`src/rtl/dacio_defines.vh`:
```
`ifndef DACIO_DEFINES_VH
`define DACIO_DEFINES_VH

// Host word and converter resolution
`define DACIO_WORD_W 16
`define DACIO_RES_W 12
// Device addresses 50..57 octal share the upper three address bits
`define DACIO_ADDR_W 6
`define DACIO_ADDR_HI 3'h5
// Converters per address, lines of control and sense
`define DACIO_NLINES 8
`define DACIO_FUNC_W 3
// Reset values
`define DACIO_SEL_RST 8'h00
`define DACIO_DAC_RST 12'h000
`define DACIO_LINES_RST 8'h00
// Two-entry data buffer
`define DACIO_BUF_DEPTH 2

`endif

```
`src/rtl/dacio_buf2.v`:
```
`timescale 1ns/1ps
`default_nettype none
`include "dacio_defines.vh"

// Two-entry buffer; in_ready is registered so the host handshake never waits on drain logic.
module dacio_buf2
(
    input wire clock,
    input wire sys_rst,
    input wire in_valid,
    input wire [`DACIO_RES_W-1:0] in_data,
    output reg in_ready_q,
    output wire out_valid,
    output wire [`DACIO_RES_W-1:0] out_data,
    input wire out_ready
);
    reg [`DACIO_RES_W-1:0] mem_q [0:`DACIO_BUF_DEPTH-1];
    reg wr_ptr_q;
    reg rd_ptr_q;
    reg [1:0] cnt_q;
    wire push;
    wire pop;
    reg [1:0] cnt_d;

    assign push = in_valid && in_ready_q;
    assign pop = out_valid && out_ready;
    assign out_valid = (cnt_q != 2'h0);
    assign out_data = mem_q[rd_ptr_q];

    always @*
    begin
        cnt_d = cnt_q;
        if (push && !pop)
        begin
            cnt_d = cnt_q + 2'h1;
        end
        else if (pop && !push)
        begin
            cnt_d = cnt_q - 2'h1;
        end
    end

    always @(posedge clock)
    begin
        if (push)
        begin
            mem_q[wr_ptr_q] <= in_data;
        end
    end

    always @(posedge clock)
    begin
        if (sys_rst)
        begin
            wr_ptr_q <= 1'b0;
            rd_ptr_q <= 1'b0;
            cnt_q <= 2'h0;
            in_ready_q <= 1'b1;
        end
        else
        begin
            if (push)
            begin
                wr_ptr_q <= ~wr_ptr_q;
            end
            if (pop)
            begin
                rd_ptr_q <= ~rd_ptr_q;
            end
            cnt_q <= cnt_d;
            in_ready_q <= (cnt_d != 2'h2);
        end
    end
endmodule // dacio_buf2

`default_nettype wire

```
`src/rtl/dacio_top.v`:
```
// Functional notes
// Respond only to the module's own device address, one of 50..57 octal.
// One master plus up to three slave boards share an address; master decodes.
// Eight converter-select lines, each set by its own extended select command.
// Selection holds until another select at this address or system clear.
// Buffer enable handshakes programmed transfers and a separate block-controller port.
// Data word loads the selected converter's buffer and drives it at once.
// Control command asserts exactly one of eight control lines from the function code.
// Sense command returns the level of the sense line chosen by the function code.
// Word is right-adjusted two's complement; higher bits ignored, values wrap.
// Host keeps data inside the fitted resolution's range.
// Select operand: converter 0..7 plus address; 0,1 master, 2..7 slaves.
// Host spaces transfers to one converter beyond the 20 us settling time.
// Buffer register is resolution wide and clears on system clear.
`timescale 1ns/1ps
`default_nettype none
`include "dacio_defines.vh"

module dacio_top
(
    input wire clock,
    input wire sys_rst,
    input wire [`DACIO_ADDR_W-1:0] bus_addr,
    input wire [`DACIO_FUNC_W-1:0] bus_func,
    input wire sel_cmd,
    input wire ext_cmd,
    input wire sense_cmd,
    input wire data_req,
    input wire [`DACIO_WORD_W-1:0] bus_data,
    output reg data_ack_q,
    input wire bic_req,
    input wire [`DACIO_WORD_W-1:0] bic_data,
    output reg bic_ack_q,
    input wire [2:0] addr_strap,
    input wire [`DACIO_NLINES-1:0] sense_in,
    output reg sense_result_q,
    output reg sense_valid_q,
    output reg [`DACIO_NLINES-1:0] sel_lines_q,
    output reg [`DACIO_NLINES-1:0] ext_lines_q,
    input wire load_ready,
    output reg [`DACIO_RES_W-1:0] conv_data_q,
    output reg [`DACIO_NLINES-1:0] conv_load_q,
    output reg [`DACIO_RES_W-1:0] dac0_q,
    output reg [`DACIO_RES_W-1:0] dac1_q
);
    reg [2:0] strap_meta_q;
    reg [2:0] strap_q;
    reg [`DACIO_NLINES-1:0] sense_meta_q;
    reg [`DACIO_NLINES-1:0] sense_q;
    wire addr_hit;
    wire host_take;
    wire bic_take;
    wire [`DACIO_RES_W-1:0] fill_data;
    wire buf_ready;
    wire buf_valid;
    wire [`DACIO_RES_W-1:0] buf_data;
    wire drain;
    reg [`DACIO_NLINES-1:0] sel_lines_d;
    reg [`DACIO_NLINES-1:0] ext_lines_d;
    reg sense_result_d;
    reg sense_valid_d;
    reg [`DACIO_RES_W-1:0] conv_data_d;
    reg [`DACIO_NLINES-1:0] conv_load_d;
    reg [`DACIO_RES_W-1:0] dac0_d;
    reg [`DACIO_RES_W-1:0] dac1_d;

    function [`DACIO_NLINES-1:0] one_hot;
        input [`DACIO_FUNC_W-1:0] code;
        begin
            one_hot = {{(`DACIO_NLINES-1){1'b0}}, 1'b1} << code;
        end
    endfunction

    // Strap and sense lines come from off-board, so both pass two flops first
    always @(posedge clock)
    begin
        strap_meta_q <= addr_strap;
        strap_q <= strap_meta_q;
        sense_meta_q <= sense_in;
        sense_q <= sense_meta_q;
    end

    // Slave boards carry no decode of their own; every command is gated here
    assign addr_hit = (bus_addr[5:3] == `DACIO_ADDR_HI) && (bus_addr[2:0] == strap_q);

    // Programmed transfers win over the block controller when both ask at once
    assign host_take = data_req && addr_hit && buf_ready && !data_ack_q;
    assign bic_take = bic_req && !host_take && buf_ready && !bic_ack_q;

    // Only the low resolution bits are kept, so out-of-range words wrap
    assign fill_data = host_take ? bus_data[`DACIO_RES_W-1:0] : bic_data[`DACIO_RES_W-1:0];

    dacio_buf2 u_buf
    (
        .clock(clock),
        .sys_rst(sys_rst),
        .in_valid(host_take || bic_take),
        .in_data(fill_data),
        .in_ready_q(buf_ready),
        .out_valid(buf_valid),
        .out_data(buf_data),
        .out_ready(load_ready)
    );

    // Words leave whenever the converter side can take one
    assign drain = buf_valid && load_ready;

    // Each ack is one cycle long and blocks a second take at the next edge,
    // which gives the host that cycle to drop its request
    always @(posedge clock)
    begin
        if (sys_rst)
        begin
            data_ack_q <= 1'b0;
            bic_ack_q <= 1'b0;
        end
        else
        begin
            data_ack_q <= host_take;
            bic_ack_q <= bic_take;
        end
    end

    // Command decode. A select at another address never reaches here, so
    // the converter chosen at this address holds until the next select.
    always @*
    begin
        sel_lines_d = sel_lines_q;
        ext_lines_d = `DACIO_LINES_RST;
        sense_result_d = sense_result_q;
        sense_valid_d = 1'b0;
        if (addr_hit)
        begin
            if (sel_cmd)
            begin
                sel_lines_d = one_hot(bus_func);
            end
            if (ext_cmd)
            begin
                ext_lines_d = one_hot(bus_func);
            end
            // Result holds between sense commands; the valid pulse marks it fresh
            if (sense_cmd)
            begin
                sense_result_d = sense_q[bus_func];
                sense_valid_d = 1'b1;
            end
        end
    end

    // Selection is cleared only by system clear or by a new select here
    always @(posedge clock)
    begin
        if (sys_rst)
        begin
            sel_lines_q <= `DACIO_SEL_RST;
        end
        else
        begin
            sel_lines_q <= sel_lines_d;
        end
    end

    always @(posedge clock)
    begin
        if (sys_rst)
        begin
            ext_lines_q <= `DACIO_LINES_RST;
            sense_result_q <= 1'b0;
            sense_valid_q <= 1'b0;
        end
        else
        begin
            ext_lines_q <= ext_lines_d;
            sense_valid_q <= sense_valid_d;
            sense_result_q <= sense_result_d;
        end
    end

    // A word with no converter selected is drained and dropped; the host
    // gets no error for it, so software must select before it writes.
    always @*
    begin
        conv_data_d = conv_data_q;
        conv_load_d = `DACIO_LINES_RST;
        dac0_d = dac0_q;
        dac1_d = dac1_q;
        if (drain)
        begin
            conv_data_d = buf_data;
            // Slave boards latch conv_data_q on their own strobe bit
            conv_load_d = sel_lines_q;
            if (sel_lines_q[0])
            begin
                dac0_d = buf_data;
            end
            if (sel_lines_q[1])
            begin
                dac1_d = buf_data;
            end
        end
    end

    // Master converter buffers feed the converters directly, so no extra
    // command is needed once the word is in
    always @(posedge clock)
    begin
        if (sys_rst)
        begin
            dac0_q <= `DACIO_DAC_RST;
            dac1_q <= `DACIO_DAC_RST;
            conv_data_q <= `DACIO_DAC_RST;
            conv_load_q <= `DACIO_LINES_RST;
        end
        else
        begin
            dac0_q <= dac0_d;
            dac1_q <= dac1_d;
            conv_data_q <= conv_data_d;
            conv_load_q <= conv_load_d;
        end
    end
endmodule // dacio_top

`default_nettype wire

```
`config.mk`:
```
export PLATFORM = sky130hd
export DESIGN_NAME = dacio_top
export DESIGN_NICKNAME = d
export VERILOG_FILES = /design/src/rtl/dacio_buf2.v /design/src/rtl/dacio_top.v
export VERILOG_INCLUDE_DIRS = /design/src /design/src/rtl
export SDC_FILE = /design/constraint.sdc
export NUM_CORES = 1
export LEC_CHECK = 0
export ABC_AREA = 1
export ABC_CLOCK_PERIOD_IN_PS = 2300
export BUFFER_PORTS_ARGS = -buffer_cell sky130_fd_sc_hd__buf_2
export CAP_MARGIN = 15
export CORE_MARGIN = 5
export CORE_UTILIZATION = 50
export CTS_CLUSTER_DIAMETER = 100
export CTS_CLUSTER_SIZE = 24
export DETAILED_ROUTE_END_ITERATION = 12
export PLACE_DENSITY = 0.78
export SLEW_MARGIN = 25
export SYNTH_ARGS = -nofsm -noshare
export SYNTH_HDL_FRONTEND = slang
export SYNTH_SLANG_ARGS = --single-unit
```
`constraint.sdc`:
```
create_clock -name clock -period 2.3 [get_ports clock]
set_input_delay 0.23 -clock clock [delete_from_list [all_inputs] [get_ports clock]]
set_output_delay 0.23 -clock clock [all_outputs]
set_load 0.005 [all_outputs]
```
==> results of run 1 <==
## worst reg2reg max path, stage by stage (launching register included)
cell and delay [ps]:
dfxtp_1 330, inv_1 50, nand2_1 50, nand2_1 90, nor2_4 140, nand2_1 90, inv_2 120, nand3_2 170
nor4_1 310, dlygate4sd3_1 590
## cells by family (layout without fill, tap and decap cells)
kind of cell               Yosys count  after routing  synth area share [%]
AOI/OAI and AO/OA                   76             76                  9.36
muxes                               19             19                  6.10
and+or+nand+nor                    136            136                  15.1
buffers and inverters               60            207                  6.10
adders and majority gates            1              1                 0.308
DFF                                116            116                  63.1
## layer usage
metal	routed length [µm]	up-vias	track usage (%)
li1	-	1618	-
met1	3850	1480	23.6
met2	4690	117	32.2
met3	724	11	5.91
met4	145	0	8.39
met5	0	-	0
## power breakdown
group / leakage [nW] / total, mW / switching, mW / internal (mW)
Sequential: 0.976 / 2.37 / 0.0931 / 2.28
Clock: 0.284 / 2.40 / 0.849 / 1.55
Combinational: 1.26 / 0.781 / 0.480 / 0.302
Total: 2.52 / 5.55 / 1.42 / 4.13
## area by class of cell
type                            count  area, µm²
Clock inverter                      8       43.8
Sequential cell                   116       2560
Tap cell                          102        128
Clock buffer                       22        517
Inverter                           41        155
Fill cell                         587       2380
Timing Repair Buffer              136        768
Multi-Input combinational cell    232       1260
## worst min path at each step
stage | start | endpoint | cells past startpoint
after floorplan | sense_in[0] | sense_meta_q[0] | 0
after global placement | strap_meta_q[1] | strap_q[1] | 0
after detailed placement | sense_meta_q[5] | sense_q[5] | 0
after CTS | sense_cmd | sense_valid_q | 3
after global routing | bus_data[8] | u_buf.mem_q[0][8] | 2
final | sense_cmd | sense_valid_q | 3
## repair_timing
item | CTS | global route
setup endpoints to repair | 0 | 0
hold endpoints to repair | 14 | 0
hold buffers | 14 | 0
## state kept, by name, summed over array words and instances, names as in the netlist, named ones only
signal            count
dac0_q               12
u_buf.in_ready_q      1
sense_q               8
conv_data_q          12
ext_lines_q           8
data_ack_q            1
u_buf.mem_q          24
u_buf.cnt_q           2
sense_result_q        1
u_buf.wr_ptr_q        1
conv_load_q           8
u_buf.rd_ptr_q        1
sense_valid_q         1
bic_ack_q             1
strap_meta_q          3
sense_meta_q          8
strap_q               3
sel_lines_q           8
dac1_q               12
## through the flow
stage | setup WS [ps] | cell area [µm²] | hold WS [ps] | instances | total power, mW
finish | 319 | 5430 | 38.8 | 657 | 5.55
global route | 133 | 5430 | 18.7 | 657 | 5.80
CTS | 373 | 5430 | 9.59 | 657 | 5.58
detailed placement | 429 | 4730 | 313 | 613 | 3.16
global placement | 493 | 4730 | 311 | 613 | 3.11
floorplan | 497 | 4060 | 258 | 408 | 2.88
## cells in the final DEF (no fill, tap or decap), types with 2 or more instances in the layout
master           n
buf_2          115
dfxtp_1         92
nand2_1         53
a21oi_1         49
inv_1           39
nor2_1          36
nand3_1         27
o21ai_0         26
edfxtp_1        24
clkbuf_16       19
dlygate4sd3_1   14
mux2_2          10
mux2_4           9
clkinv_2         7
buf_4            7
nor3_1           4
nor2_2           3
nand4_1          3
clkbuf_8         3
nand2_2          2
nor4_1           2
==> reports/metrics.csv, run 1 <==
stage,metric,value,unit
timing,tightest_slew,595,ps
timing,hold_viol,0,
grt,grt_max_degree,25,
placement,dpl.hpwl,6.45,mm
floorplan,die_x,100,µm
grt,grt_pass1_wl,15.2,mm
timing,max-slew-margin-rel,60.3,%
grt,track_usage,19.5,%
placement,gp_congestion,0.781,
cells_and_area,synthToLayoutAreaGrowth,33.6,%
drt,first_pass_iters,4,
cts,clock-sinks,116,
yosys,synth_nets,469,
setup_path,cpLargestDelayFamily,simple AND/OR/NAND/NOR gates,
setup_path,critPathLaunchType,register,
cts,cts_htree_levels,4,
setup_path,crit_slowest_cell,dlygate4sd3_1,
setup_path,crit_chain,"inv_1, nand2_1, nand2_1, nor2_4, nand2_1, inv_2, nand3_2, nor4_1, dlygate4sd3_1",
yosys,synthCells,408,
cts,cts_root_buf,clkbuf_8,
cells_and_area,final_nets,605,
yosys,yosysMostFrequentCell,dfxtp_1,
cts,cts_buffers,17,
drt,drc_errors,0,
drt,drtIter0Drc,183,
setup_path,critPathMaxStageDelay,590,ps
yosys,synth-seq-area-share,63.1,%
grt,antenna_found_initial,0,
setup_path,r2r_cells,9,
timing,finalMaxSlewViolations,0,
setup_path,crit_buf_inv,3,
cells_and_area,drive_gt1_share,32.8,%
cts,cts_setup_buffers,0,
floorplan,fp-row-count,32,
min_path,hold_class,in -> reg,
setup_path,r2r-start,strap_q[0],
yosys,ys_warn_count,0,
cts,cts_tree,built,
setup_path,crit_fanout,8,
yosys,ys_seq_elements,116,
grt,grt_overflow,0,
run_status,status,"finished, final reports clean",
setup_path,crit_top_cell,nand2_1,
floorplan,pin_count,124,
power_and_ir_drop,ir_drop,616,µV
cts,clk_pin_slew,60,ps
timing,fmax,505,MHz
yosys,synth_common_cells,"92 x dfxtp_1, 53 x nand2_1, 49 x a21oi_1, 39 x inv_1, 37 x nor2_1",
floorplan,die_height,100,µm
setup_path,crit_end,ext_lines_q[0],
timing,fin_crit,1980,ps
setup_path,ff2ff_setup_slack,320,ps
yosys,synth_top_cell_area_share,45.3,%
power_and_ir_drop,p_leak,2.52,nW
cells_and_area,fin_util,69.6,%
floorplan,start_util,52.1,%
setup_path,critPathCaptureType,register,
setup_path,r2r_end,ext_lines_q[0],
yosys,synthArstFlopShare,0,%
setup_path,crit_cells,9,
yosys,synth_top_flop_cell,dfxtp_1,
power_and_ir_drop,power_density,1020,mW/mm²
drt,drt-vias-per-instance,4.91,
cts,clk_latency,500,ps
drt,routedWlPerCell,14.3,µm
job,maxCapViolCount,0,
drt,ant_nets,0,
placement,numPortBuffers,115,
drt,dr_total_vias,3226,
setup_path,startpoint,strap_q[0],
grt,grt_pass1_vias,3187,
cells_and_area,diodes,0,
yosys,yosys.area.top_type,dfxtp_1,
drt,finalWirelength,9.41,mm
timing,final.setup.tns,0,ps
floorplan,die-area,0.0100,mm²
timing,rsz0062_at_grt,no,
setup_path,path_class,reg -> reg,
timing,setup_violations,0,
timing,min_period_over_period,86.1,%
yosys,synth_area_leaders,"dfxtp_1 45%, edfxtp_1 18%, a21oi_1 6.0%",
cts,cts_resized,0,
cts,cts_buffer_depth,2,
timing,finalClockSkew,10.2,ps
yosys,synth.distinct_cells,29,
setup_path,worstPathRequired,2740,ps
yosys,synth_edf_count,24,
yosys,avgSynthCellArea,9.96,µm²
setup_path,worstPathArrival,2430,ps
floorplan,core-area,0.00781,mm²
yosys,netlist_area,0.00406,mm²
No activity file was read; power rests on OpenSTA's default activity.
==> inputs of run 2 (changes only) <==
--- a/config.mk
+++ b/config.mk
@@ -13,3 +13,3 @@
 export CORE_MARGIN = 5
-export CORE_UTILIZATION = 50
+export CORE_UTILIZATION = 48
 export CTS_CLUSTER_DIAMETER = 100
@@ -17,3 +17,4 @@
 export DETAILED_ROUTE_END_ITERATION = 12
-export PLACE_DENSITY = 0.78
+export PLACE_DENSITY = 0.75
+export REMOVE_ABC_BUFFERS = 1
 export SLEW_MARGIN = 25
==> constraint.sdc (replaced) <==
create_clock -name clock -period 2.3 [get_ports clock]
set_input_delay 0.115 -clock clock [delete_from_list [all_inputs] [get_ports clock]]
set_output_delay 0.115 -clock clock [all_outputs]
set_load 0.005 [all_outputs]
==> run 2 against run 1 <==
Effect of this change: sequential power hardly changed; setup slack worse by 130 ps; worst hold slack better by 26 ps; clock skew is 1.2 ps lower; clock power is 4% higher; core utilization is 0.59 points higher; count of clock-buffer cells in the layout is 3 lower; global-route usage is 0.59 points higher; largest cell class unchanged.
==> reports/metrics.csv, run 2 (synthesis gave the netlist of run 1 again) <==
stage,metric,value,unit,change
setup_path,worstPathRequired,2550,ps,-190 ps
cells_and_area,fillers,592,,+0.85%
timing,finalClockSkew,8.99,ps,-1.16 ps
floorplan,start_util,49.5,%,-2.6 points
grt,use_met2,35.9,%,+3.7 points
timing,max-slew-margin-rel,60.2,%,-0.074 points
cells_and_area,largest_reg_flops,24,,unchanged
timing,finalMaxSlewViolations,0,,unchanged
cells_and_area,multi_input_area,0.00126,mm²,unchanged
timing,rsz0062_at_grt,no,,
min_path,hold_depth,6,,+3
grt,top_usage_layer,met2,,
drt,ant_nets,0,,unchanged
placement,dpl.hpwl,6.51,mm,+0.84%
cts,cts_root_buf,clkbuf_8,,
cells_and_area,final_common_cell,buf_2,,
floorplan,die_x,102,µm,+1.9%
power_and_ir_drop,p_leak,2.65,nW,+5.1%
timing,fmax,473,MHz,-6.3%
cells_and_area,synthToLayoutAreaGrowth,41.8,%,
grt,grt_overflow,0,,unchanged
timing,hold_viol,0,,unchanged
drt,routedWlPerCell,14.7,µm,+2.7%
cells_and_area,area.sequential,0.00256,mm²,unchanged
cells_and_area,top_register,u_buf.mem_q,,
setup_path,worstPathArrival,2360,ps,-70 ps
drt,first_pass_iters,5,,+1
grt,antenna_found_initial,0,,unchanged
job,maxCapViolCount,0,,unchanged
min_path,hold_class,in -> reg,,
setup_path,path_class,reg -> reg,,
placement,dpl_cell_area,0.00474,mm²,+0.24%
cts,cts_buffers,17,,unchanged
timing,fin_crit,2110,ps,+132 ps
grt,grt_pass1_vias,3288,,+3.2%
cells_and_area,final_cell_area,0.00576,mm²,+6.1%
timing,setup_violations,0,,unchanged
setup_path,critPathLaunchType,register,,
cts,clk_pin_slew,50,ps,about the same
drt,dr_total_vias,3473,,+7.7%
floorplan,die_height,102,µm,+1.9%
grt,grt_max_degree,28,,+12%
cells_and_area,drive_gt1_share,31.3,%,-1.5 points
drt,drtIter0Drc,192,,+4.9%
drt,drc_errors,0,,unchanged
cts,clk_latency,510,ps,about the same
drt,finalWirelength,10.2,mm,+8.3%
timing,min_period_over_period,91.9,%,+5.7 points
power_and_ir_drop,power_density,985,mW/mm²,-3.6%
grt,track_usage,20.1,%,+0.59 points
timing,tightest_slew,596,ps,+1.11 ps
cells_and_area,diodes,0,,unchanged
floorplan,fp-row-count,33,,+3.1%
grt,grtUsageMet3,6.21,%,+0.30 points
floorplan,pin_count,124,,unchanged
cts,cts_buffer_depth,2,,unchanged
setup_path,critPathCaptureType,register,,
setup_path,crit_fanout,15,,+7
run_status,status,"finished, final reports clean",,
drt,drt-vias-per-instance,5.01,,+2.1%
grt,grt_pass1_wl,15.7,mm,+3.2%
cts,clock-sinks,116,,unchanged
cts,cts_tree,built,,
cts,cts_htree_levels,4,,unchanged
cells_and_area,layout_common_cells,"115 x buf_2, 92 x dfxtp_1, 53 x nand2_1",,
setup_path,r2r_cells,7,,-2
floorplan,core-area,0.00822,mm²,+5.2%
floorplan,die-area,0.0104,mm²,+3.7%
placement,gp_congestion,0.799,,+2.4%
cells_and_area,final_nets,637,,+5.3%
placement,numPortBuffers,115,,unchanged
grt,use_met1,22.0,%,-1.6 points
power_and_ir_drop,ir_drop,511,µV,-17%
timing,final.setup.tns,0,ps,unchanged
-- run 2: cell types whose count changed in the layout (fill, tap and decap cells not counted), sizes merged --
cell,delta
bufinv,+2
clkinv,-2
buf,+1
inv,+1
dlygate4sd3,+31
clkbuf,-3
clkinvlp,+3
-- run 2: worst paths after layout --
check	startpoint	end	slack, ps
worst max-delay path	strap_q[0]	u_buf.mem_q[1][10]	190
worst min-delay path	bus_addr[4]	data_ack_q	60
worst max register to register	strap_q[0]	u_buf.mem_q[1][10]	190
worst min register to register	sense_meta_q[4]	sense_q[4]	320
-- run 2: where the power goes --
group	switching [mW]	internal, mW
logic	0.487	0.325
registers	0.0895	2.28
clock network	0.910	1.59
total	1.49	4.19
-- run 2: final cells by class --
type	instances	share of cell area [%]
Tap cell	105	2.28
Clock buffer	19	7.66
Inverter	41	2.69
Sequential cell	116	44.5
Multi-Input combinational cell	232	21.8
Timing Repair Buffer	168	18.8
Clock inverter	12	2.26
-- run 2: through the flow --
stage | util (%) | std cells | setup slack [ps] | total power [mW] | hold slack (ps)
finish | 70.1 | 693 | 187 | 5.68 | 64.7
global route | 70.1 | 693 | 77.3 | 5.90 | 58.6
CTS | 70.1 | 693 | 186 | 5.70 | 22.3
detailed placement | 57.7 | 617 | 381 | 3.14 | 220
global placement | 57.7 | 617 | 453 | 3.09 | 218
floorplan | - | 389 | -340 | 2.83 | 143
-- run 2: timing repair --
action / 4_1_cts / 5_1_grt
endpoints found under the setup margin: 0 / 0
resized for setup: 0 / 0
hold endpoints to repair: 53 / 0
buffers inserted: 0 / 0
hold buffers: 45 / 0
-- run 2: critical path, stage by stage, from the launching register on --
cell	delay (ps)
dfxtp_1	330
inv_1	40
nand2_1	50
nand2_1	80
nor2_4	140
nand3_4	240
mux2_4	370
dlygate4sd3_1	580
-- run 2: layer usage --
| layer | share of wire [%] | wire length, µm |
|---|---|---|
| met1 | 37 | 3780 |
| met5 | 0 | 0 |
| met4 | 2.0 | 199 |
| met3 | 7.8 | 791 |
| met2 | 53 | 5420 |
==> inputs of run 3 (changes only) <==
SYNTH_HIERARCHICAL = 1   (was unset)
==> run 3 against run 2 <==
Effect of this change: first-iteration DRC count shrank 23%; cell area increased by 4.1%; routed wire length down 3.5%; combinational power rose by 28%; count of clock-buffer cells in the layout increased by 2; critical path depth rose by 3; setup slack improved by 25 ps; fmax grew 1.2%; clock skew about the same; synthesized cell count up 10%; core utilization is 1.3 points lower; critical path type unchanged; largest power group unchanged; highest routed layer unchanged.
==> reports/metrics.csv, run 3 <==
stage,metric,value,unit,change
placement,gp_congestion,0.806,,+0.91%
cts,cts_buffer_depth,2,,unchanged
drt,wl_met2,4.78,mm,-12%
timing,tightest_slew,563,ps,-32.8 ps
yosys,yosys.area.top_type,dfxtp_1,,
grt,grt_pass1_wl,16.8,mm,+6.6%
drt,finalWirelength,9.84,mm,-3.5%
floorplan,die-area,0.0109,mm²,+4.6%
yosys,synth_area_leaders,"dfxtp_1 43%, edfxtp_1 17%, nand2_1 9.5%",,
yosys,synthArstFlopShare,0,%,unchanged
power_and_ir_drop,p_leak,2.71,nW,+2.5%
cells_and_area,drive_gt1_share,31.3,%,-0.033 points
drt,drc_errors,0,,unchanged
cts,cts_buffers,17,,unchanged
cells_and_area,diodes,0,,unchanged
run_status,status,"finished, final reports clean",,
grt,antenna_found_initial,0,,unchanged
drt,route.met3.wl,675,µm,-15%
setup_path,worstPathArrival,2310,ps,-50 ps
cells_and_area,layout_common_cells,"115 x buf_2, 108 x nand2_1, 92 x dfxtp_1",,
floorplan,core-area,0.00872,mm²,+6.1%
cts,cts_resized,0,,unchanged
setup_path,crit_fanout,14,,-1
yosys,avgSynthCellArea,9.50,µm²,-4.6%
cts,cts_root_buf,clkbuf_8,,
drt,dr_total_vias,3479,,+0.17%
power_and_ir_drop,ir_drop,622,µV,+22%
grt,track_usage,18.8,%,-1.3 points
yosys,synth_common_cells,"108 x nand2_1, 92 x dfxtp_1, 51 x nor2_1, 40 x nand3_1, 34 x a21oi_1",,
timing,finalMaxSlewViolations,0,,unchanged
drt,ant_nets,0,,unchanged
yosys,yosysMostFrequentCell,nand2_1,,
drt,routedWlPerCell,13.4,µm,-9.0%
cells_and_area,stdcell_count,735,,+6.1%
drt,wl_met1,4.19,mm,+11%
timing,rsz0062_at_grt,no,,
cells_and_area,fillers,649,,+9.6%
cells_and_area,area.sequential,0.00256,mm²,unchanged
timing,final.setup.tns,0,ps,unchanged
floorplan,start_util,49.0,%,-0.45 points
yosys,netlist_area,0.00427,mm²,+5.2%
timing,hold_viol,0,,unchanged
drt,first_pass_iters,5,,unchanged
drt,drt-vias-per-instance,4.73,,-5.6%
timing,min_period_over_period,90.8,%,-1.1 points
cells_and_area,largest_reg_flops,24,,unchanged
power_and_ir_drop,power_density,1040,mW/mm²,+5.4%
yosys,synthCells,450,,+10%
cells_and_area,synthToLayoutAreaGrowth,40.4,%,
timing,fin_crit,2090,ps,-25.2 ps
timing,fin_ws,212,ps,+25.2 ps
placement,dpl.hpwl,6.63,mm,+1.8%
setup_path,critPathLaunchType,register,,
floorplan,pin_count,124,,unchanged
placement,dp_slack,406,ps,+24.4 ps
placement,dpl_cell_area,0.00493,mm²,+4.0%
timing,setup_violations,0,,unchanged
cts,hold_buffers,43,,-4.4%
setup_path,worstPathRequired,2530,ps,-20 ps
job,maxCapViolCount,0,,unchanged
grt,grt_max_degree,45,,+61%
cts,clock-sinks,116,,unchanged
floorplan,die_x,104,µm,+2.3%
placement,numPortBuffers,115,,unchanged
timing,max-slew-margin-rel,62.4,%,+2.2 points
cts,clk_latency,500,ps,about the same
cts,clk_pin_slew,50,ps,about the same
floorplan,die_height,104,µm,+2.3%
timing,finalClockSkew,8.84,ps,-0.152 ps
yosys,synth_edf_count,24,,unchanged
min_path,hold_class,in -> reg,,
timing,fmax,479,MHz,+1.2%
yosys,synth.distinct_cells,31,,+6.9%
cts,cts_htree_levels,4,,unchanged
cells_and_area,multi_input_area,0.00149,mm²,+19%
yosys,ys_seq_elements,116,,unchanged
setup_path,critPathCaptureType,register,,
cells_and_area,final_cell_area,0.00600,mm²,+4.1%
yosys,ys_warn_count,6,,+6
grt,grt_overflow,0,,unchanged
drt,drtIter0Drc,148,,-23%
cells_and_area,final_common_cell,buf_2,,
setup_path,path_class,reg -> reg,,
yosys,synth-seq-area-share,60.0,%,-3.1 points
yosys,synth_top_flop_cell,dfxtp_1,,
drt,dr.max_layer_used,met4,,
cells_and_area,top_register,u_buf/mem_q,,
timing,whs,42.1,ps,-22.6 ps
cts,cts_tree,built,,
cells_and_area,final_nets,675,,+6.0%
cts,cts_setup_buffers,0,,unchanged
grt,grt_pass1_vias,3476,,+5.7%
yosys,synth_top_cell_area_share,43.1,%,-2.2 points
placement,dp_cells,660,,+7.0%
floorplan,fp-row-count,34,,+3.0%
run 3: cell count changes in the layout (fill, tap and decap cells not counted), moves of 3 or more:
cell | before | now
nand2_1 | 53 | 108
nor2_2 | 3 | 0
nand4_1 | 3 | 0
inv_1 | 39 | 19
nor3_2 | 0 | 8
a21oi_1 | 49 | 34
inv_2 | 1 | 6
nor2_1 | 36 | 51
nand2_4 | 1 | 4
mux2_2 | 10 | 2
o21ai_0 | 26 | 12
nand3_1 | 27 | 40
run 3: final timing paths:
| check | startpoint | endpoint | slack (ps) | cells past startpoint |
|---|---|---|---|---|
| setup / recovery | strap_q[1] | u_buf/mem_q[1][8] | 210 | 10 |
| hold / removal | bus_func[0] | ext_lines_q[7] | 40 | 3 |
| setup reg to reg | strap_q[1] | u_buf/mem_q[1][8] | 210 | 10 |
| hold reg to reg | sense_meta_q[5] | sense_q[5] | 320 | 0 |
run 3: metrics by stage:
stage,util [%],total power [mW]
after floorplan,-,3.09
after global placement,56.5,3.40
after detailed placement,56.5,3.44
after CTS,68.8,6.28
after global routing,68.8,6.53
final,68.8,6.23
run 3: routing by layer:
layer / GRT usage, % / vias to the layer above
li1: - / 1799
met3: 5.90 / 18
met2: 29.8 / 107
met4: 7.68 / 0
met5: 0 / -
met1: 23.7 / 1555
run 3: cell families (layout without fill, tap and decap cells):
group / Yosys count / count (layout) / synth area share (%)
AND/OR/NAND/NOR: 225 / 225 / 24.8
flip-flops: 116 / 116 / 60.0
buffers and inverters: 48 / 225 / 5.15
AO/OA/AOI/OAI: 47 / 47 / 5.59
multiplexers: 12 / 12 / 4.04
adder cells (fa/ha/maj): 1 / 1 / 0.293
XOR/XNOR: 1 / 1 / 0.205
run 3: final cells by class:
class                   instances  share of cell area, %
repair buffers                165                   17.6
well taps                     108                   2.25
multi-input cells             286                   24.9
inverters                      28                   1.86
clock inverters                11                   2.84
clock buffers                  21                   7.84
flip-flops and latches        116                   42.7
run 3: where the power goes:
part | switching [mW] | internal (mW)
registers | 0.101 | 2.32
logic | 0.596 | 0.443
clock network | 0.887 | 1.88
run 3: critical path: stages, from the launching register on:
cell and delay, ps:
dfxtp_1 340, inv_1 50, nand2_1 50, nand2_1 110, nor2_8 140, nand2_4 90, inv_6 140, nand2_4 130
nand2_1 90, nand2_1 70, dlygate4sd3_1 600
